==> config.mk <==
export PLATFORM = sky130hd
export DESIGN_NAME = fis_flash_ctl
export DESIGN_NICKNAME = d
export VERILOG_FILES = /design/src/design/fis_pkg.sv /design/src/design/fis_irq_gate.sv /design/src/design/fis_key_word.sv /design/src/design/fis_flash_ctl.sv
export SDC_FILE = /design/constraint.sdc
export NUM_CORES = 1
export LEC_CHECK = 0
export BUFFER_PORTS_ARGS = -buffer_cell sky130_fd_sc_hd__buf_2
export CAP_MARGIN = 10
export CORE_ASPECT_RATIO = 0.5
export CORE_UTILIZATION = 48
export DETAILED_ROUTE_END_ITERATION = 12
export GPL_TIMING_DRIVEN = 1
export PLACE_DENSITY = 0.68
export SYNTH_ARGS = -nofsm -noshare
export SYNTH_HDL_FRONTEND = slang
export SYNTH_SLANG_ARGS = --single-unit
==> constraint.sdc <==
create_clock -name mclk -period 4.3 [get_ports mclk]
set_clock_uncertainty 0.15 [all_clocks]
set_input_delay 0 -clock mclk [delete_from_list [all_inputs] [get_ports mclk]]
set_output_delay 0 -clock mclk [all_outputs]
set_load 0.02 [all_outputs]
==> src/design/fis_pkg.sv <==
// Functional notes
// command irq requested while command-complete flag and its enable are both set
// ecc double fault on a read sets the double-fault flag, own enable
// ecc single fault on a read sets the single-fault flag, own enable
// one error irq from both fault flags, each gated by its enable
// wait mode leaves every flash activity running unchanged
// enabled command-complete irq can wake the cpu from wait
// stop entry granted only after a running command has finished
// reset sequence loads the security register from the security byte
// a newly programmed security byte takes effect only after next reset
// backdoor key is four 16-bit words at a fixed flash range
// key verify compares four words, only when the key-enable field allows
// matching keys force the security bits to the unsecured code
// all-zeros and all-ones words never count as valid keys
// flash reads return invalid data while key verify runs
// after a mismatch every key verify is refused until reset
// key verify leaves security byte, keys and protection untouched
// debug host erases and verifies all blocks in special single chip mode
// both arrays verified erased in special mode unsecures, enables debug
// irq outputs stay up while flag and enable are set, drop on clear
// command-complete stays clear in reset sequence, command writes ignored
// double fault in reset sequence sets both error bits, secured fallback
package fis_pkg;
	localparam int REG_AW = 4;
	localparam int REG_DW = 16;
	localparam logic [3:0] REG_CFG = 4'h0;
	localparam logic [3:0] REG_ERR_CFG = 4'h1;
	localparam logic [3:0] REG_STAT = 4'h2;
	localparam logic [3:0] REG_ERR_STAT = 4'h3;
	localparam logic [3:0] REG_SEC = 4'h4;
	localparam logic [3:0] REG_CMD = 4'h5;
	localparam logic [3:0] REG_KEY0 = 4'h6;
	localparam logic [3:0] REG_KEY3 = 4'h9;
	localparam int CFG_CMD_COMPLETE_IRQ_EN_BIT = 7;
	localparam int STAT_CMD_COMPLETE_FLAG_BIT = 7;
	localparam int STAT_ACC_BIT = 5;
	localparam int ERR_DF_BIT = 1;
	localparam int ERR_SF_BIT = 0;
	localparam int KEY_ENABLE_FIELD_MSB = 7;
	localparam int KEY_ENABLE_FIELD_LSB = 6;
	localparam logic [1:0] KEY_ENABLE_FIELD_ENABLED = 2'h2;
	localparam logic [1:0] SEC_UNSECURED = 2'h2;
	localparam logic [7:0] SEC_FALLBACK = 8'hFF;
	localparam logic [1:0] ERROR_STATUS_BITS_BOTH = 2'h3;
	localparam logic [17:0] ADDR_KEY_BASE = 18'h3FF00;
	localparam logic [17:0] ADDR_SEC_BYTE = 18'h3FF0F;
	localparam int KEY_WORDS = 4;
	localparam logic [2:0] RS_LAST_IDX = 3'h4;
	localparam logic [15:0] KEY_ZERO = 16'h0000;
	localparam logic [15:0] KEY_ONES = 16'hFFFF;
	localparam logic [7:0] CMD_VERIFY_KEY = 8'h01;
	localparam logic [7:0] CMD_ERASE_VERIFY_ALL = 8'h02;
	typedef enum logic [2:0]
	{
		ST_RS_REQ = 3'b000,
		ST_RS_CAP = 3'b001,
		ST_IDLE = 3'b010,
		ST_OP = 3'b011,
		ST_KEY = 3'b100
	} fis_state_t;
endpackage : fis_pkg

==> src/design/fis_irq_gate.sv <==
`timescale 1ns/100ps
module fis_irq_gate
	import fis_pkg::*;
#(
	parameter int N = 1
)
(
	input wire logic [N-1:0] flags,
	input wire logic [N-1:0] enables,
	output logic irq
);
	// level request, follows flag and enable with no memory of its own
	assign irq = |(flags & enables);
endmodule : fis_irq_gate

==> src/design/fis_key_word.sv <==
`timescale 1ns/100ps
module fis_key_word
	import fis_pkg::*;
(
	input wire logic [15:0] stored,
	input wire logic [15:0] given,
	output logic ok
);
	logic stored_legal;
	// an erased or zeroed key slot must never open the backdoor
	assign stored_legal = (stored != KEY_ZERO) && (stored != KEY_ONES);
	assign ok = stored_legal && (stored == given);
endmodule : fis_key_word

==> src/design/fis_flash_ctl.sv <==
`timescale 1ns/100ps
module fis_flash_ctl
	import fis_pkg::*;
(
	input wire logic mclk,
	input wire logic rst_n,
	input wire logic [REG_AW-1:0] reg_addr,
	input wire logic [REG_DW-1:0] reg_wdata,
	input wire logic reg_wr,
	input wire logic reg_rd,
	output logic [REG_DW-1:0] reg_rdata,
	output logic nvm_rd,
	output logic [17:0] nvm_addr,
	input wire logic [15:0] nvm_rdata,
	input wire logic nvm_ecc_dbl,
	input wire logic ecc_sgl_evt,
	input wire logic ecc_dbl_evt,
	output logic op_start,
	output logic [7:0] op_cmd,
	input wire logic op_done,
	input wire logic [1:0] op_err,
	input wire logic op_erased,
	input wire logic ssc_mode,
	input wire logic stop_req,
	output logic stop_ack,
	output logic irq_cmd,
	output logic irq_err,
	output logic wake_req,
	output logic read_blank,
	output logic [1:0] sec_state,
	output logic dbg_all_en
);
	fis_state_t state_ff;
	fis_state_t nxt_state;
	logic [2:0] rs_idx_ff;
	logic rs_fault_ff;
	logic [15:0] key_store_ff [KEY_WORDS];
	logic [15:0] key_given_ff [KEY_WORDS];
	logic [KEY_WORDS-1:0] word_ok;
	logic [7:0] sec_ff;
	logic cmd_complete_irq_en_ff;
	logic double_fault_irq_en_ff;
	logic single_fault_irq_en_ff;
	logic cmd_complete_flag_ff;
	logic nxt_cmd_complete_flag;
	logic acc_ff;
	logic nxt_acc;
	logic [1:0] error_status_bits_ff;
	logic [1:0] nxt_error_status_bits;
	logic double_fault_flag_ff;
	logic nxt_double_fault_flag;
	logic single_fault_flag_ff;
	logic nxt_single_fault_flag;
	logic [7:0] cmd_ff;
	logic key_lock_ff;
	logic [REG_DW-1:0] rdata_ff;
	logic [REG_DW-1:0] rd_mux;

	// decode
	wire wr_cfg = reg_wr && (reg_addr == REG_CFG);
	wire wr_err_cfg = reg_wr && (reg_addr == REG_ERR_CFG);
	wire wr_stat = reg_wr && (reg_addr == REG_STAT);
	wire wr_err_stat = reg_wr && (reg_addr == REG_ERR_STAT);
	wire cmd_open = cmd_complete_flag_ff;
	wire wr_cmd = reg_wr && (reg_addr == REG_CMD) && cmd_open;
	wire key_hit = (reg_addr >= REG_KEY0) && (reg_addr <= REG_KEY3);
	wire wr_key = reg_wr && key_hit && cmd_open;
	wire [1:0] key_sel = 2'(reg_addr - REG_KEY0);

	wire launch = wr_stat && reg_wdata[STAT_CMD_COMPLETE_FLAG_BIT] && cmd_complete_flag_ff
		&& (state_ff == ST_IDLE);
	wire is_key = (cmd_ff == CMD_VERIFY_KEY);
	wire key_enable_field_ok = (sec_ff[KEY_ENABLE_FIELD_MSB:KEY_ENABLE_FIELD_LSB] == KEY_ENABLE_FIELD_ENABLED);
	wire key_refuse = launch && is_key
		&& (key_lock_ff || !key_enable_field_ok); // see R11
	wire go_key = launch && is_key && !key_refuse;
	wire go_op = launch && !is_key;
	wire key_fin = (state_ff == ST_KEY);
	wire key_match = &word_ok;
	wire rs_cap = (state_ff == ST_RS_CAP);
	wire rs_last = (rs_idx_ff == RS_LAST_IDX);
	wire rs_done = rs_cap && rs_last;
	wire rs_bad = rs_fault_ff || (rs_cap && nvm_ecc_dbl);
	wire op_fin = (state_ff == ST_OP) && op_done;
	// the host owns the erase sequence; only the final verify is judged here
	wire eva_unsec = op_fin && (cmd_ff == CMD_ERASE_VERIFY_ALL)
		&& op_erased && ssc_mode; // see R17

	// key words at even addresses, security byte is the odd low byte
	assign nvm_rd = (state_ff == ST_RS_REQ);
	assign nvm_addr = rs_last ? {ADDR_SEC_BYTE[17:1], 1'b0}
		: ADDR_KEY_BASE + {15'h0000, rs_idx_ff[1:0], 1'b0};

	genvar gi;
	generate
		for (gi = 0; gi < KEY_WORDS; gi++)
		begin : g_key
			fis_key_word u_word (
				.stored(key_store_ff[gi]),
				.given(key_given_ff[gi]),
				.ok(word_ok[gi])
			);
		end
	endgenerate

	// hardware set beats software clear on every flag
	assign nxt_cmd_complete_flag = (cmd_complete_flag_ff && !(go_key || go_op))
		|| rs_done || op_fin || key_fin;
	assign nxt_acc = (acc_ff && !launch) || key_refuse
		|| (key_fin && !key_match);
	assign nxt_double_fault_flag = (double_fault_flag_ff && !(wr_err_stat && reg_wdata[ERR_DF_BIT]))
		|| ecc_dbl_evt;
	assign nxt_single_fault_flag = (single_fault_flag_ff && !(wr_err_stat && reg_wdata[ERR_SF_BIT]))
		|| ecc_sgl_evt;
	assign nxt_error_status_bits = (rs_done && rs_bad) ? ERROR_STATUS_BITS_BOTH
		: launch ? 2'h0
		: op_fin ? op_err
		: error_status_bits_ff;

	// wait mode has no input here: nothing in the engine can pause
	always_comb
	begin
		case (state_ff)
			ST_RS_REQ: nxt_state = ST_RS_CAP;
			ST_RS_CAP: nxt_state = rs_last ? ST_IDLE : ST_RS_REQ;
			ST_IDLE: nxt_state = go_key ? ST_KEY
				: go_op ? ST_OP : ST_IDLE;
			ST_OP: nxt_state = op_done ? ST_IDLE : ST_OP;
			ST_KEY: nxt_state = ST_IDLE;
			default: nxt_state = ST_IDLE;
		endcase
	end

	always_ff @(posedge mclk or negedge rst_n)
	begin
		if (!rst_n)
		begin
			state_ff <= ST_RS_REQ;
			rs_idx_ff <= 3'h0;
			rs_fault_ff <= 1'b0;
		end
		else
		begin
			state_ff <= nxt_state;
			rs_idx_ff <= rs_cap ? rs_idx_ff + 3'h1 : rs_idx_ff;
			rs_fault_ff <= rs_bad;
		end
	end

	// keys only written by the reset load, never by a command
	always_ff @(posedge mclk or negedge rst_n)
	begin
		if (!rst_n)
		begin
			for (int i = 0; i < KEY_WORDS; i++)
			begin
				key_store_ff[i] <= KEY_ONES;
				key_given_ff[i] <= KEY_ZERO;
			end
		end
		else
		begin
			if (rs_cap && !rs_last)
				key_store_ff[rs_idx_ff[1:0]] <= nvm_rdata;
			if (wr_key)
				key_given_ff[key_sel] <= reg_wdata;
		end
	end

	// loaded once per reset; programming the byte later changes nothing
	always_ff @(posedge mclk or negedge rst_n)
	begin
		if (!rst_n)
			sec_ff <= SEC_FALLBACK;
		else if (rs_done)
			sec_ff <= rs_bad ? SEC_FALLBACK : nvm_rdata[7:0]; // see R8
		else if ((key_fin && key_match) || eva_unsec)
			sec_ff[1:0] <= SEC_UNSECURED; // see R12
	end

	always_ff @(posedge mclk or negedge rst_n)
	begin
		if (!rst_n)
			key_lock_ff <= 1'b0;
		else if (key_fin && !key_match)
			key_lock_ff <= 1'b1;
	end

	always_ff @(posedge mclk or negedge rst_n)
	begin
		if (!rst_n)
		begin
			cmd_complete_irq_en_ff <= 1'b0;
			double_fault_irq_en_ff <= 1'b0;
			single_fault_irq_en_ff <= 1'b0;
			cmd_ff <= 8'h00;
		end
		else
		begin
			if (wr_cfg)
				cmd_complete_irq_en_ff <= reg_wdata[CFG_CMD_COMPLETE_IRQ_EN_BIT];
			if (wr_err_cfg)
			begin
				double_fault_irq_en_ff <= reg_wdata[ERR_DF_BIT];
				single_fault_irq_en_ff <= reg_wdata[ERR_SF_BIT];
			end
			if (wr_cmd)
				cmd_ff <= reg_wdata[7:0];
		end
	end

	always_ff @(posedge mclk or negedge rst_n)
	begin
		if (!rst_n)
		begin
			cmd_complete_flag_ff <= 1'b0;
			acc_ff <= 1'b0;
			error_status_bits_ff <= 2'h0;
			double_fault_flag_ff <= 1'b0;
			single_fault_flag_ff <= 1'b0;
		end
		else
		begin
			cmd_complete_flag_ff <= nxt_cmd_complete_flag;
			acc_ff <= nxt_acc;
			error_status_bits_ff <= nxt_error_status_bits;
			double_fault_flag_ff <= nxt_double_fault_flag;
			single_fault_flag_ff <= nxt_single_fault_flag;
		end
	end

	always_comb
	begin
		rd_mux = '0;
		case (reg_addr)
			REG_CFG: rd_mux[CFG_CMD_COMPLETE_IRQ_EN_BIT] = cmd_complete_irq_en_ff;
			REG_ERR_CFG: rd_mux[1:0] = {double_fault_irq_en_ff, single_fault_irq_en_ff};
			REG_STAT:
			begin
				rd_mux[STAT_CMD_COMPLETE_FLAG_BIT] = cmd_complete_flag_ff;
				rd_mux[STAT_ACC_BIT] = acc_ff;
				rd_mux[1:0] = error_status_bits_ff;
			end
			REG_ERR_STAT: rd_mux[1:0] = {double_fault_flag_ff, single_fault_flag_ff};
			REG_SEC: rd_mux[7:0] = sec_ff;
			REG_CMD: rd_mux[7:0] = cmd_ff;
			default: rd_mux = '0;
		endcase
	end

	// presented keys are write-only so they cannot be read back
	always_ff @(posedge mclk or negedge rst_n)
	begin
		if (!rst_n)
			rdata_ff <= '0;
		else
			rdata_ff <= reg_rd ? rd_mux : '0;
	end

	fis_irq_gate #(.N(1)) u_cmd_irq (
		.flags(cmd_complete_flag_ff),
		.enables(cmd_complete_irq_en_ff),
		.irq(irq_cmd)
	);

	fis_irq_gate #(.N(2)) u_err_irq (
		.flags({double_fault_flag_ff, single_fault_flag_ff}),
		.enables({double_fault_irq_en_ff, single_fault_irq_en_ff}),
		.irq(irq_err)
	);

	assign reg_rdata = rdata_ff;
	assign op_start = go_op;
	assign op_cmd = cmd_ff;
	assign wake_req = irq_cmd;
	assign stop_ack = stop_req && cmd_complete_flag_ff && (state_ff == ST_IDLE);
	assign read_blank = key_fin;
	assign sec_state = sec_ff[1:0];
	assign dbg_all_en = (sec_ff[1:0] == SEC_UNSECURED);
endmodule : fis_flash_ctl

# After elaboration in Yosys (flattened, before gate mapping)

Index checks and enable logic that the tools add are counted.

Reduce and logical (&&, ||, !) cells: 74
$add $sub $neg: 3
Bitwise logic cells: 4
Multiplexer cells: 24
Eq/ne operators: 22
$lt $le $gt $ge: 6

Operators by type and width:

| kind                                                                 | number |
|---|---|
| 64-bit bitwise mux                                                   | 2 |
| 16-bit demux with 2-bit select                                       | 2 |
| 16-bit == test                                                       | 4 |
| 16-bit inequality test, second input constant                        | 4 |
| 16-bit nonzero test                                                  | 4 |
| 1-bit logical AND                                                    | 44 |
| 16-bit 2-to-1 mux                                                    | 2 |
| 18-bit 2-to-1 mux                                                    | 1 |
| 8-bit 2-to-1 mux                                                     | 2 |
| 2-bit 2-to-1 mux                                                     | 6 |
| 3-bit one-hot mux with 4 select lines                                | 1 |
| 1-bit logical OR                                                     | 11 |
| 9-bit by 4-bit adder with 10-bit output, first input constant        | 1 |
| 2-bit one-hot mux with 5 select lines                                | 1 |
| 1-bit logical NOT                                                    | 9 |
| 4-bit by 2-bit == test with 1-bit output, second input constant      | 2 |
| 4-bit by 3-bit == test with 1-bit output, second input constant      | 2 |
| 8-bit by 1-bit == test with 1-bit output, second input constant      | 1 |
| 8-bit by 2-bit == test with 1-bit output, second input constant      | 1 |
| 3-bit by 2-bit == test with 1-bit output, second input constant      | 2 |
| 3-bit == test, second input constant                                 | 2 |
| 3-bit >= comparator, second input constant                           | 2 |
| 3-bit by 1-bit < comparator with 1-bit output, second input constant | 2 |
| 2-bit inverter with 3-bit output                                     | 2 |
| 21 further kinds                                                     | 23 |

Logic and storage cells: 157
Bits of input ports: 49
Output and inout bits: 52
Register bits: 169

# Depth between registers and ports, before layout

Gate-level depths: netlist of run 1.

Word-level depth: 15
Gate-level depth with buffers: 8
Gate-level depth less buffers: 8

# Hierarchy

A second synthesis of run 1 with hierarchy kept.

Cells, all modules: 627
Area, all modules: 8270.4 µm²

Modules (own cells, without submodules):

| module                    | area an instance (µm²) | cells an instance | times used |
|---|---|---|---|
| fis_flash_ctl             | 7294.5                 | 497               | 1 |
| fis_key_word              | 240.2                  | 32                | 4 |
| fis_irq_gate at u_err_irq | 8.8                    | 1                 | 1 |
| fis_irq_gate at u_cmd_irq | 6.3                    | 1                 | 1 |

# Least setup slack after synthesis of run 1

Ideal clock, no wire load.

Path kind: reg2reg
Start point: reg rs_idx_ff[0]
End point: reg key_store_ff[10] in the netlist's numbering
Data required time: 4068 ps
Data arrival time: 1702 ps
Cell stages (with the launch flop): 9
Library setup time: 82 ps
Slack: 2365 ps
Clock period less this slack: 1935 ps
Cells stage by stage: dfrtp_1 inv_1 ha_1 nand2_1 and2_4 buf_12 nand2_8 buf_12 mux2_4

Longest elaborated chain between the ends: 6
Elaborated cells on any way between the ends: 10
Classes of those cells: order compare (2); eq/ne (1); mux (3); bitwise (1); reduce/logical (3)

Ends and longest elaborated chain:

| item                                                                                                       | RTL line             | RTL |
|---|---|---|
| from (decl)                                                                                                | fis_flash_ctl.sv:35  | `logic [2:0] rs_idx_ff;` |
| from (signal assigned)                                                                                     | fis_flash_ctl.sv:145 | `rs_idx_ff <= rs_cap ? rs_idx_ff + 3'h1 : rs_idx_ff;` |
| 2-bit inverter with 3-bit output (not written as such)                                                     | fis_flash_ctl.sv:164 | `key_store_ff[rs_idx_ff[1:0]] <= nvm_rdata;` |
| 3-bit >= comparator (not written as such) or 3-bit by 1-bit < comparator with 1-bit output (tied branches) | fis_flash_ctl.sv:164 |  |
| 1-bit logical AND (not written as such)                                                                    | fis_flash_ctl.sv:164 |  |
| 16-bit 2-to-1 mux (not written as such)                                                                    | fis_flash_ctl.sv:164 |  |
| 16-bit demux with 2-bit select                                                                             | fis_flash_ctl.sv:164 |  |
| 64-bit bitwise mux                                                                                         | fis_flash_ctl.sv:164 |  |
| to (signal, indexed assignment)                                                                            | fis_flash_ctl.sv:164 |  |
| to (decl)                                                                                                  | fis_flash_ctl.sv:37  | `logic [15:0] key_store_ff [KEY_WORDS];` |

Several ways; a longest one is shown, not always the timed one.
A chain may end at the register's enable or synchronous reset.

# Worst setup path after layout of run 1

Start point: reg cmd_ff[3] (netlist: op_cmd[3])
End point: out op_start

Longest elaborated chain between the ends: 3

Ends and longest elaborated chain:

| item                                     | RTL line             | RTL |
|---|---|---|
| from (decl)                              | fis_flash_ctl.sv:54  | `logic [7:0] cmd_ff;` |
| from (signal assigned)                   | fis_flash_ctl.sv:208 | `cmd_ff <= reg_wdata[7:0];` |
| 8-bit by 1-bit == test with 1-bit output | fis_flash_ctl.sv:72  | `wire is_key = (cmd_ff == CMD_VERIFY_KEY);` |
| 1-bit logical NOT                        | fis_flash_ctl.sv:77  | `wire go_op = launch && !is_key;` |
| 1-bit logical AND                        | fis_flash_ctl.sv:77  |  |
| to (decl)                                | fis_flash_ctl.sv:18  | `output logic op_start,` |

No other way between the ends.

==> results.txt, run 1 <==
Using the TritonRoute via totals, the vias-per-cell ratio works out to 5.460. Global routing finished with a remaining overflow of 0. The endpoint type of the worst setup path is a primary output. Once routing completed, OpenROAD measured the worst setup slack at 1933 ps. The number of global-route vias before repair came out at 5404.

The number of ports placed on the die boundary came out at 101. The number of inserted diodes is 0. The switching component of the power is 0.002346 W.

The final net count is 810. The clock group share of total power is 22.5%. The wire length of the first global-routing pass is 31310 µm. In this run the remaining antenna-violating nets after routing total 0. The overall fraction of global-route tracks in use is 23.93%.

The clock-pin slew on the worst setup and hold paths came out at 70 ps. The root buffer cell chosen for the clock tree is sky130_fd_sc_hd__clkbuf_16. Leaving out fill and tap cells, the most frequent cells in the layout are sky130_fd_sc_hd__mux2_2 (99), sky130_fd_sc_hd__dfrtp_1 (97), sky130_fd_sc_hd__buf_2 (76).

The power density over the cells is 695.1 mW/mm². The total of hold buffers inserted after clock tree synthesis is 57. The number of post-CTS setup repair buffers came out at 0.

The post-synthesis instance total came out at 624. For this block, the via count after detailed routing is 5444. Averaged over all synthesized cells, the footprint is 13.28 µm². In this run the core area contains 33 standard-cell rows. The run finished with clean final reports. The static leakage came out at 4.198 nW. The clock net in this run drives a total of 169 sinks. The die is 187.8 µm wide.

The async set-reset flop share out of synthesis is 100.0%. In this run the critical register-to-register path is launched from state_ff[1]$_DFF_PN0_. The overall power is 0.006851 W. TritonCTS built the clock tree. The fraction of layout cells with a size suffix above 1 is 43.25%. The largest fanout on the critical path came out at 4. The area inside the core boundary came out at 0.01664 mm². In this run, the number of DRC markers left after iteration 0 of detailed routing was 415. The vertical extent of the die is 94.91 µm. The number of antenna violations at the first check in global routing is 0. The max-slew violation count is 0. Counting along the longest clock path gives a buffer depth of 2. Post-CTS repair changed the size of 0 cells. At the pin with the least slew margin, the transition time is 935.6 ps. The maximum number of pins on one net before global-route repair came out at 93. STA classifies the critical path startpoint as a flip-flop. The critical path arrival came out at 2220 ps.

The most common library cell in the layout ignoring fill and taps is sky130_fd_sc_hd__mux2_2. Setup repair after global routing left no endpoint under its margin. The post-synth design cell area came out at 0.008287 mm². The switching share of power came out at 34.24%. The initial core utilization is 49.80%.

Setup violations remaining at the end of the flow were counted as 0. The deepest level of the CTS H-tree came out at 4. The final count of hold timing violations is 0.

The part of the total power dissipated in sequential elements came out at 46.3%. The part of the power in combinational logic came out at 31.2%. Routability-driven placement finished with a final weighted congestion of 0.9244.

Compared with the post-synthesis result, the final layout area differs by 18.95%. In this run the worst setup path begins at op_cmd[3]$_DFFE_PN0P_. The category of the critical setup timing path is reg -> out. The first-pass iteration count of the detailed router came out at 5. The max-cap violation count came out at 0. Port buffering added 77 buffers. Derived from the worst setup path, the maximum achievable clock frequency is 422.5 MHz. The worst-case vdd ir drop is 324.6 µV. The number of unique standard cell types used by synthesis came out at 48. The area of the die is 0.01783 mm². The total number of yosys warnings came out at 0. The detailed-placement wirelength estimate is 14660 µm.

The setup slack after placement came out at 2076 ps. The remaining max-slew budget at the tightest pin came out at 37.14%. The worst path required time came out at 4150 ps. The min-delay analysis places its worst path in the category in -> async. The total clock buffers created by CTS came out at 17. The smallest clock period supported by the final layout is computed as 2367 ps.

The clock latency on the worst-skew pair came out at 420 ps. In the synthesized netlist the dominant register cell turns out to be sky130_fd_sc_hd__dfrtp_1. The post-synthesis sequential area ratio came out at 52.12%. The average wire length per cell after detail routing came out at 20.48 µm. The count of unresolved DRC violations after routing is 0. After routing, the total negative slack on setup checks comes to 0 ps. The number of flops mapped to enable cells by yosys is 0. The routed wire length is 20420 µm. After layout, the worst path uses 55.05% of the clock period. The post-synthesis register bit count is 169. The internal power came out at 0.004506 W.
## synth_stat cells (8+ instances only)
library cell | number | area, µm²
sky130_fd_sc_hd__nor2_1 | 20 | 75.07
sky130_fd_sc_hd__o21ai_0 | 10 | 50.05
sky130_fd_sc_hd__mux2_2 | 99 | 1115
sky130_fd_sc_hd__a22oi_1 | 9 | 67.56
sky130_fd_sc_hd__nand4_1 | 41 | 256.5
sky130_fd_sc_hd__buf_4 | 30 | 225.2
sky130_fd_sc_hd__dfstp_2 | 72 | 1892
sky130_fd_sc_hd__nor4_1 | 23 | 143.9
sky130_fd_sc_hd__nand2_1 | 22 | 82.58
sky130_fd_sc_hd__mux2_4 | 40 | 600.6
sky130_fd_sc_hd__inv_1 | 8 | 30.03
sky130_fd_sc_hd__xnor2_1 | 66 | 578.1
sky130_fd_sc_hd__dfrtp_1 | 97 | 2427
## per-stage QoR
stage / utilization, % / cell area [µm²] / std cells / hold WS (ps)
after floorplan: - / 8366 / 645 / -445.6
after global placement: 52.24 / 8692 / 908 / -10.42
after detailed placement: 52.24 / 8692 / 908 / 1.291
after CTS: 59.24 / 9857 / 997 / 111.6
after global routing: 59.24 / 9857 / 997 / 143.4
final: 59.24 / 9857 / 997 / 82.71
## flip-flops by register name, indices dropped and copies added (netlist names), 2 cells and up
signal                count
key_given_ff             64
key_store_ff             64
op_cmd                    8
reg_rdata                 8
sec_ff                    8
rs_idx_ff                 3
state_ff                  3
error_status_bits_ff      2
## worst max-delay path: stages, from the launching register on
cell and delay, ps:
sky130_fd_sc_hd__dfrtp_1 430, sky130_fd_sc_hd__nor4_1 500, sky130_fd_sc_hd__nand2_1 180, sky130_fd_sc_hd__nor3b_1 410, sky130_fd_sc_hd__nor2_1 90, sky130_fd_sc_hd__buf_2 170
## cell type report
class                      instances  area, µm²
inverter                           8      30.03
multi-input combinational        425       3652
fill                            1355       6783
tap                              227      284.0
timing repair buffer             136      977.2
sequential                       169       4319
clock buffer                      21      504.2
clock inverter                    11      90.09
## power by group through the flow
stage          Sequential (W)  Combinational, W  Clock (W)
2_1_floorplan         0.00291           0.00174          0
3_3_place_gp          0.00317           0.00199          0
3_5_place_dp          0.00319           0.00204          0
4_1_cts               0.00317           0.00212    0.00156
5_1_grt               0.00323           0.00229    0.00163
6_report              0.00317           0.00213    0.00154
## per-layer routing
metal | up-vias | share of wire [%] | global-route usage [%]
met5 | - | 0 | 0
met4 | 0 | 0.71 | 5.488
met3 | 16 | 6.1 | 6.392
met2 | 202 | 47 | 38.40
met1 | 2743 | 47 | 32.61
li1 | 2483 | - | -
## logic make-up after synthesis
| family | after synthesis | synth area share (%) |
|---|---|---|
| and+or+nand+nor | 151 | 11.19 |
| DFF | 169 | 52.12 |
| AOI/OAI and AO/OA | 42 | 3.563 |
| buffers and inverters | 51 | 4.756 |
| muxes | 139 | 20.70 |
| adders and majority gates | 4 | 0.6040 |
| xor gates and xnor gates | 66 | 6.976 |
| other | 2 | 0.09063 |
## worst paths after layout
check / end / depth (start not counted) / slack (ps)
max in group asynchronous: key_store_ff[35]$_DFFE_PN1P_ / 3 / 2820
min in group mclk: key_store_ff[15]$_DFFE_PN1P_ / 3 / 230
worst min-delay path: key_given_ff[56]$_DFFE_PN0P_ / 2 / 80
worst min register to register: sec_ff[3]$_DFFE_PN1P_ / 2 / 340
worst max register to register: error_status_bits_ff[0]$_DFFE_PN0P_ / 5 / 1960
worst max-delay path: op_start / 5 / 1930
(Power assumes the default switching activity.)
==> inputs of run 2 (changes only) <==
--- a/config.mk
+++ b/config.mk
@@ -11,7 +11,7 @@
 export CORE_UTILIZATION = 48
 export DETAILED_ROUTE_END_ITERATION = 12
 export GPL_TIMING_DRIVEN = 1
-export PLACE_DENSITY = 0.68
+export PLACE_DENSITY = 0.71
 export SYNTH_ARGS = -nofsm -noshare
 export SYNTH_HDL_FRONTEND = slang
 export SYNTH_SLANG_ARGS = --single-unit
==> constraint.sdc (replaced) <==
create_clock -name mclk -period 2 [get_ports mclk]
set_clock_uncertainty 0.15 [all_clocks]
set_input_delay 0 -clock mclk [delete_from_list [all_inputs] [get_ports mclk]]
set_output_delay 0 -clock mclk [all_outputs]
set_load 0.02 [all_outputs]
==> run 2 against run 1 <==
- the run now ends with setup timing left
- sequential power is 110% higher
- highest routed layer unchanged
- register-to-register slack worse by 2100 ps
- combinational power rose to 2.5 times the previous value
- non-clock buffer count is 46 higher
- critical path depth up 1
- first-iteration DRC count down 21%
- sequential share of layout area down 2.5 points
- utilization increased by 3.6 points
- cell count up 4.7%
- via count up 7.8%
- wire length is 10% higher
==> results.txt, run 2 (synthesis gave the netlist of run 1 again) <==
In the final layout, the registers with the most flip-flops are key_given_ff x64, key_store_ff x64. The total of buffers placed on input and output ports is 77 (unchanged). The TritonCTS sink count is 169 (unchanged). The critical path arrival came out at 2330 ps (+110 ps). The routability-driven placement congestion ratio is 0.9362 (+1.3%).

The overall fraction of global-route tracks in use came out at 26.11% (+2.2 points). The remaining max-slew budget at the tightest pin is 53.57% (+16 points). The deepest level of the CTS H-tree came to 4 (unchanged).

The final cell area excluding filler cells was 0.01046 mm² (+6.2%). Setup repair after global routing could not meet its margin everywhere. The routed wire length came to 22500 µm (+10%). The maximum clock path buffer count is 2 (unchanged). The layout overhead on the synthesized area came out at 26.27%. The worst setup path is launched from a flip-flop. The max-cap violation count was 0 (unchanged). The detailed-placement wirelength estimate came out at 15710 µm (+7.2%). The part of the power in combinational logic is 34.8% (+3.6 points).

The number of antenna violations at the first check in global routing came to 0 (unchanged). The minimum period implied by the final worst setup slack came out at 2115 ps. The part of the total power dissipated in sequential elements came out at 43.8% (-2.5 points). The overall via count from detail_route is 5866 (+7.8%). The count of unresolved DRC violations after routing is 0 (unchanged). The run finished, with violations left.

The switching component of the power came out at 0.005301 W (+130%). The vertical extent of the die came to 94.91 µm (unchanged). The placement-stage cell area is 0.009017 mm² (+3.7%).

The final setup violation count is 5 (+5). The total of fill cells in the finished design came out at 1243 (-8.3%). The root buffer cell chosen for the clock tree is sky130_fd_sc_hd__clkbuf_16. The average wire length per cell after detail routing is 21.55 µm (+5.2%). The number of core rows is 33 (unchanged).

The leftover overflow at the end of global routing is 0 (unchanged). The number of global-route vias before repair is 5887 (+8.9%). The fraction of layout cells with a size suffix above 1 is 50.49% (+7.2 points). The launching instance or port of the critical path is key_store_ff[9]$_DFFE_PN1P_. The static leakage is 4.486 nW (+6.9%). The power density over the cells came out at 1481 mW/mm² (+110%). The remaining antenna violation count after routing is 0 (unchanged). The measured slew at the worst slew-check pin came to 690.1 ps (-245.5 ps). The clock-pin slew on the worst setup and hold paths is 70 ps (about the same). The area of the die is 0.01783 mm² (unchanged).

The maximum number of pins on one net before global-route repair is 44 (-53%). The total clock buffers created by CTS is 17 (unchanged). The number of DRC violations after detailed-routing iteration 0 came out at 326 (-21%).

In this run the critical register-to-register path is launched from key_store_ff[9]$_DFFE_PN1P_. The number of cells in the design after placement came to 943 (+3.9%). The internal power came out at 0.01020 W (+130%). The via density per instance is 5.619 (+2.9%).

The switching share of power is 34.21% (about the same). The most common library cell in the layout ignoring fill and taps is sky130_fd_sc_hd__mux2_2. The number of non-filler instances in the completed layout came out at 1044 (+4.7%).

The final net count is 856 (+5.7%). The top cell types in the final layout, fill and taps aside, are sky130_fd_sc_hd__mux2_2 (99), sky130_fd_sc_hd__dfrtp_1 (96), sky130_fd_sc_hd__buf_2 (75). The initial core utilization was 49.80% (unchanged). The area inside the core boundary is 0.01664 mm² (unchanged). The share of the core filled with cells in the final layout came out at 62.88% (+3.6 points).

The clock latency on the worst-skew pair is 440 ps (+20 ps). The worst setup path is captured at a flip-flop. The number of ports placed on the die boundary came out at 101 (unchanged).

The floorplan die width came to 187.8 µm (unchanged). The max-slew violation count came out at 0 (unchanged). The worst hold-check path type is in -> async. The highest clock frequency the design can meet came out at 472.8 MHz. The overall power is 0.01550 W (+130%). The clock group share of total power came out at 21.3% (-1.2 points). The minimum setup slack in the final design came out at -114.8 ps (-2048 ps). The worst-case vdd ir drop was 675.6 µV (+110%).

The wire length of the first global-routing pass came out at 34180 µm (+9.2%). The category of the critical setup timing path is reg -> reg. TritonCTS built the clock tree. The checks that failed: setup timing. The largest fanout on the critical path is 4 (unchanged). The worst path required time is 2220 ps (-1930 ps).

The final count of hold timing violations is 0 (unchanged). The final period utilization came out at 105.7%. The first-pass iteration count of the detailed router was 7 (+2).
==> run 2: cell count changes in the layout (fill, tap and decap cells not counted), moves of 6 or more <==
cell | before | now
sky130_fd_sc_hd__inv_6 | 7 | 1
sky130_fd_sc_hd__buf_12 | 0 | 6
sky130_fd_sc_hd__xnor2_2 | 0 | 9
sky130_fd_sc_hd__xnor2_1 | 66 | 57
sky130_fd_sc_hd__dlygate4sd3_1 | 57 | 49
sky130_fd_sc_hd__nor4_2 | 0 | 6
sky130_fd_sc_hd__buf_4 | 2 | 42
sky130_fd_sc_hd__buf_6 | 1 | 10
sky130_fd_sc_hd__nor4_1 | 23 | 16
==> run 2: critical path, stage by stage, from the launching register on <==
cell and delay (ps):
sky130_fd_sc_hd__dfstp_2 630, sky130_fd_sc_hd__xnor2_2 180, sky130_fd_sc_hd__nand4_1 150, sky130_fd_sc_hd__nor4_2 330, sky130_fd_sc_hd__nand4_1 250, sky130_fd_sc_hd__buf_4 210
sky130_fd_sc_hd__o31ai_4 150
==> run 2: per-stage QoR <==
stage / hold WS (ps) / worst slack [ps] / setup TNS [ps]
finish: 112.6 / -114.8 / -393.6
CTS: 108.8 / -34.05 / -113.0
detailed placement: -142.9 / -237.7 / -769.1
global placement: -145.5 / -204.2 / -636.6
floorplan: -445.6 / 65.34 / 0
global route: 128.4 / -152.5 / -665.6
==> run 2: cell type report <==
class,count,area [µm²],area share (%)
antenna,1,2.502,0.02391
tap,227,284.0,2.714
timing repair buffer,182,1414,13.51
clock inverter,12,143.9,1.375
sequential,169,4320,41.29
inverter,8,30.03,0.2870
multi-input combinational,425,3832,36.63
clock buffer,20,436.7,4.173
==> run 2: power groups by stage <==
stage | combinational (W) | sequential [W] | clock (W)
CTS | 0.00504 | 0.00670 | 0.00335
floorplan | 0.00374 | 0.00626 | 0
global route | 0.00577 | 0.00693 | 0.00347
finish | 0.00540 | 0.00679 | 0.00331
global placement | 0.00471 | 0.00668 | 0
detailed placement | 0.00482 | 0.00673 | 0
==> run 2: repair_timing <==
action                                 in CTS  in global routing
gates resized for setup                    13                 30
setup endpoints to repair                   6                  7
buffers inserted                            8                 11
pin swaps                                  12                 21
hold buffers                               50                  0
endpoints found under the hold margin     280                  0
==> run 2: worst paths after layout <==
kind / to / slack [ps] / depth (start not counted)
max: sec_ff[1]$_DFFE_PN1P_ / -110 / 6
min: key_store_ff[27]$_DFFE_PN1P_ / 110 / 2
max reg2reg: sec_ff[1]$_DFFE_PN1P_ / -110 / 6
min reg2reg: key_lock_ff$_DFFE_PN0P_ / 330 / 1
max in group asynchronous: key_store_ff[47]$_DFFE_PN1P_ / 1190 / 3
min in group mclk: stop_ack / 210 / 3
==> run 2: metal layers <==
metal | vias up | global-route usage [%] | wire length (µm)
li1 | 2590 | - | -
met1 | 2968 | 34.19 | 9894
met2 | 261 | 42.69 | 10500
met3 | 47 | 5.946 | 1598
met4 | 0 | 10.03 | 506
met5 | - | 0 | 0
==> inputs of run 3 (changes only) <==
--- a/config.mk
+++ b/config.mk
@@ -8,10 +8,10 @@
 export BUFFER_PORTS_ARGS = -buffer_cell sky130_fd_sc_hd__buf_2
 export CAP_MARGIN = 10
 export CORE_ASPECT_RATIO = 0.5
-export CORE_UTILIZATION = 48
+export CORE_UTILIZATION = 53
 export DETAILED_ROUTE_END_ITERATION = 12
 export GPL_TIMING_DRIVEN = 1
-export PLACE_DENSITY = 0.71
+export PLACE_DENSITY = 0.77
 export SYNTH_ARGS = -nofsm -noshare
 export SYNTH_HDL_FRONTEND = slang
 export SYNTH_SLANG_ARGS = --single-unit
==> constraint.sdc (replaced) <==
create_clock -name mclk -period 1.8 [get_ports mclk]
set_clock_uncertainty 0.15 [all_clocks]
set_input_delay 0 -clock mclk [delete_from_list [all_inputs] [get_ports mclk]]
set_output_delay 0 -clock mclk [all_outputs]
set_load 0.02 [all_outputs]
==> run 3 against run 2 <==
- largest cell class unchanged
- register-to-register slack worse by 310 ps
- setup slack got worse by 310 ps
- the run still ends with setup timing left
- via count increased by 7.9%
==> results.txt, run 3 (synthesis gave the netlist of run 1 again) <==
The run finished, with violations left. The checks that failed: setup timing. The number of cell instances on the worst register-to-register path came out at 7 (+1).

The cell depth of the worst min-delay path came out at 5. The average wire length per cell after detail routing came out at 23.26 µm (+7.9%). The sum of negative setup slack is -2816 ps (-2423 ps). The total clock buffers created by CTS is 17 (unchanged). The remaining antenna violation count after routing came out at 0 (unchanged). The worst path required time came to 1990 ps (-230 ps). The max-cap violation count came out at 0 (unchanged). The reg-to-reg critical path endpoint is sec_ff[1]$_DFFE_PN1P_. The minimum setup slack in the final design is -427.1 ps (-312.3 ps). The element type at the critical path start is a flip-flop. The via density per instance is 5.998 (+6.8%). The internal power came out at 0.01180 W (+16%). The switching share of power is 35.45% (+1.2 points). The number of ports placed on the die boundary came out at 101 (unchanged). The final count of hold timing violations is 0 (unchanged).

The switching component of the power is 0.006483 W (+22%). The setup slack after placement came out at -433.4 ps (-195.8 ps). The part of the power in combinational logic came to 39.2% (+4.4 points).

The area of the die came out at 0.01617 mm² (-9.3%). Setup repair after global routing could not meet its margin everywhere. The number of global-route vias before repair is 6262 (+6.4%). The area inside the core boundary came to 0.01486 mm² (-11%). The routed wire length was 24540 µm (+9.1%). The fraction of layout cells with a size suffix above 1 was 52.86% (+2.4 points).

The static leakage is 4.747 nW (+5.8%). The number of core rows came out at 31 (-6.1%). The clock latency on the worst-skew pair was 430 ps (about the same). The first-pass iteration count of the detailed router came out at 7 (unchanged). The number of antenna violations at the first check in global routing is 1 (+1). The worst-case vdd ir drop is 1062 µV (+57%).

The part of the total power dissipated in sequential elements came out at 41.0% (-2.8 points). The initial core utilization was 55.78% (+6.0 points). The final net count is 897 (+4.8%). The largest registers in the layout are key_given_ff x64, key_store_ff x64. The final period utilization is 123.7% (+18 points).

The worst hold slack is 8.691 ps (-104.0 ps). The worst hold-check path type is in -> reg. The overall via count from detail_route came out at 6328 (+7.9%). The maximum number of pins on one net before global-route repair was 55 (+25%). The maximum clock path buffer count came out at 2 (unchanged). The worst setup path is captured at a flip-flop. The number of DRC violations after detailed-routing iteration 0 came out at 685 (+110%). The count of unresolved DRC violations after routing came out at 0 (unchanged). The cell sitting at the root of the clock tree is a sky130_fd_sc_hd__clkbuf_16. The critical path in this run is classified as reg -> reg.

The most common library cell in the layout ignoring fill and taps is sky130_fd_sc_hd__mux2_2. The detailed-placement wirelength estimate is 15850 µm (+0.89%). The final setup violation count came out at 44 (+39). The minimum period implied by the final worst setup slack came to 2227 ps (+112.3 ps).

The number of inserted diodes is 0 (-1). In the layout the commonest cells are sky130_fd_sc_hd__mux2_2 (99), sky130_fd_sc_hd__dfrtp_1 (97), sky130_fd_sc_hd__buf_4 (75). The vertical extent of the die is 90.42 µm (-4.7%). The deepest level of the CTS H-tree is 4 (unchanged).

Relative to the synthesized area, the layout overhead comes to 30.98%. The worst-case hold path end point is reg_rdata[0]$_DFF_PN0_. The remaining max-slew budget at the tightest pin is 36.79% (-17 points).

The critical path arrival came out at 2410 ps (+80 ps). The share of the core filled with cells in the final layout is 73.06% (+10 points). The register-to-register setup slack came out at -430 ps (-310 ps). The TritonCTS clock tree is yes. The clock group share of total power came out at 19.8% (-1.5 points). The routability-driven placement congestion ratio came out at 0.9367 (about the same). The TritonCTS sink count was 169 (unchanged). The highest clock frequency the design can meet is 449.0 MHz (-5.0%). The measured slew at the worst slew-check pin is 940.9 ps (+250.8 ps). The total of buffers placed on input and output ports came out at 77 (unchanged). The reg-to-reg startpoint is key_store_ff[50]$_DFFE_PN1P_. The max-slew violation count is 0 (unchanged).

The floorplan die width came out at 178.8 µm (-4.8%). The overall power came to 0.01829 W (+18%). The startpoint identified for the worst hold timing path is reg_addr[2].

The largest fanout on the critical path came out at 3 (-1). The overall fraction of global-route tracks in use is 30.05% (+3.9 points). The power density over the cells is 1685 mW/mm² (+14%). The wire length of the first global-routing pass is 35910 µm (+5.1%). The clock-pin slew on the worst setup and hold paths was 70 ps (about the same). The leftover overflow at the end of global routing is 0 (unchanged).
-- run 3: how the worst max path moves through the flow --
stage,startpoint,end,slack [ps],depth (start not counted)
final,key_store_ff[50]$_DFFE_PN1P_,sec_ff[1]$_DFFE_PN1P_,-430,7
after floorplan,state_ff[1]$_DFF_PN0_,key_store_ff[10]$_DFFE_PN1P_,-80,7
after global routing,key_store_ff[50]$_DFFE_PN1P_,sec_ff[1]$_DFFE_PN1P_,-450,7
after CTS,key_store_ff[63]$_DFFE_PN1P_,sec_ff[0]$_DFFE_PN1P_,-240,7
after detailed placement,key_store_ff[8]$_DFFE_PN1P_,acc_ff$_DFF_PN0_,-430,7
after global placement,key_store_ff[11]$_DFFE_PN1P_,acc_ff$_DFF_PN0_,-500,6
-- run 3: power groups by stage --
stage / clock, W / combinational, W / sequential (W)
5_1_grt: 0.00379 / 0.00755 / 0.00763
6_report: 0.00362 / 0.00716 / 0.00751
3_3_place_gp: 0 / 0.00565 / 0.00739
2_1_floorplan: 0 / 0.00419 / 0.00695
3_5_place_dp: 0 / 0.00582 / 0.00745
4_1_cts: 0.00364 / 0.00621 / 0.00740
-- run 3: worst max-delay path: stages, from the launching register on --
cell                      delay [ps]
sky130_fd_sc_hd__dfstp_2         640
sky130_fd_sc_hd__buf_4           150
sky130_fd_sc_hd__nor4_1           50
sky130_fd_sc_hd__nand4_1         110
sky130_fd_sc_hd__nand4_1         160
sky130_fd_sc_hd__or4_4           500
sky130_fd_sc_hd__buf_4           160
sky130_fd_sc_hd__o31ai_1         230
-- run 3: layer usage --
layer  share of wire (%)  up-vias  wire [µm]  track usage [%]
li1                    -     2669          -                -
met1                  41     3158       9987            41.49
met2                  47      410      11420            46.91
met3                 9.5       91       2325            6.061
met4                 3.3        0        806            10.95
met5                   0        -          0                0
-- run 3: layout make-up --
type	instances	area, µm²
well taps	198	247.7
clock inverters	14	145.1
multi-input cells	429	3916
fillers	921	4001
inverters	8	30.03
repair buffers	219	1757
clock buffers	18	439.2
flip-flops and latches	169	4319
-- run 3: what timing repair did --
item | in CTS | in global routing
gates cloned | 0 | 4
endpoints found under the hold margin | 292 | 0
buffers inserted | 13 | 14
hold buffers | 54 | 0
pin swaps | 14 | 18
setup endpoints to repair | 7 | 125
gates resized for setup | 21 | 31
-- run 3: through the flow --
step                      instances  cell area, µm²
after floorplan                 645            8384
after global placement          940            9226
after detailed placement        940            9226
after CTS                      1038           10530
after global routing           1055           10850
final                          1055           10850
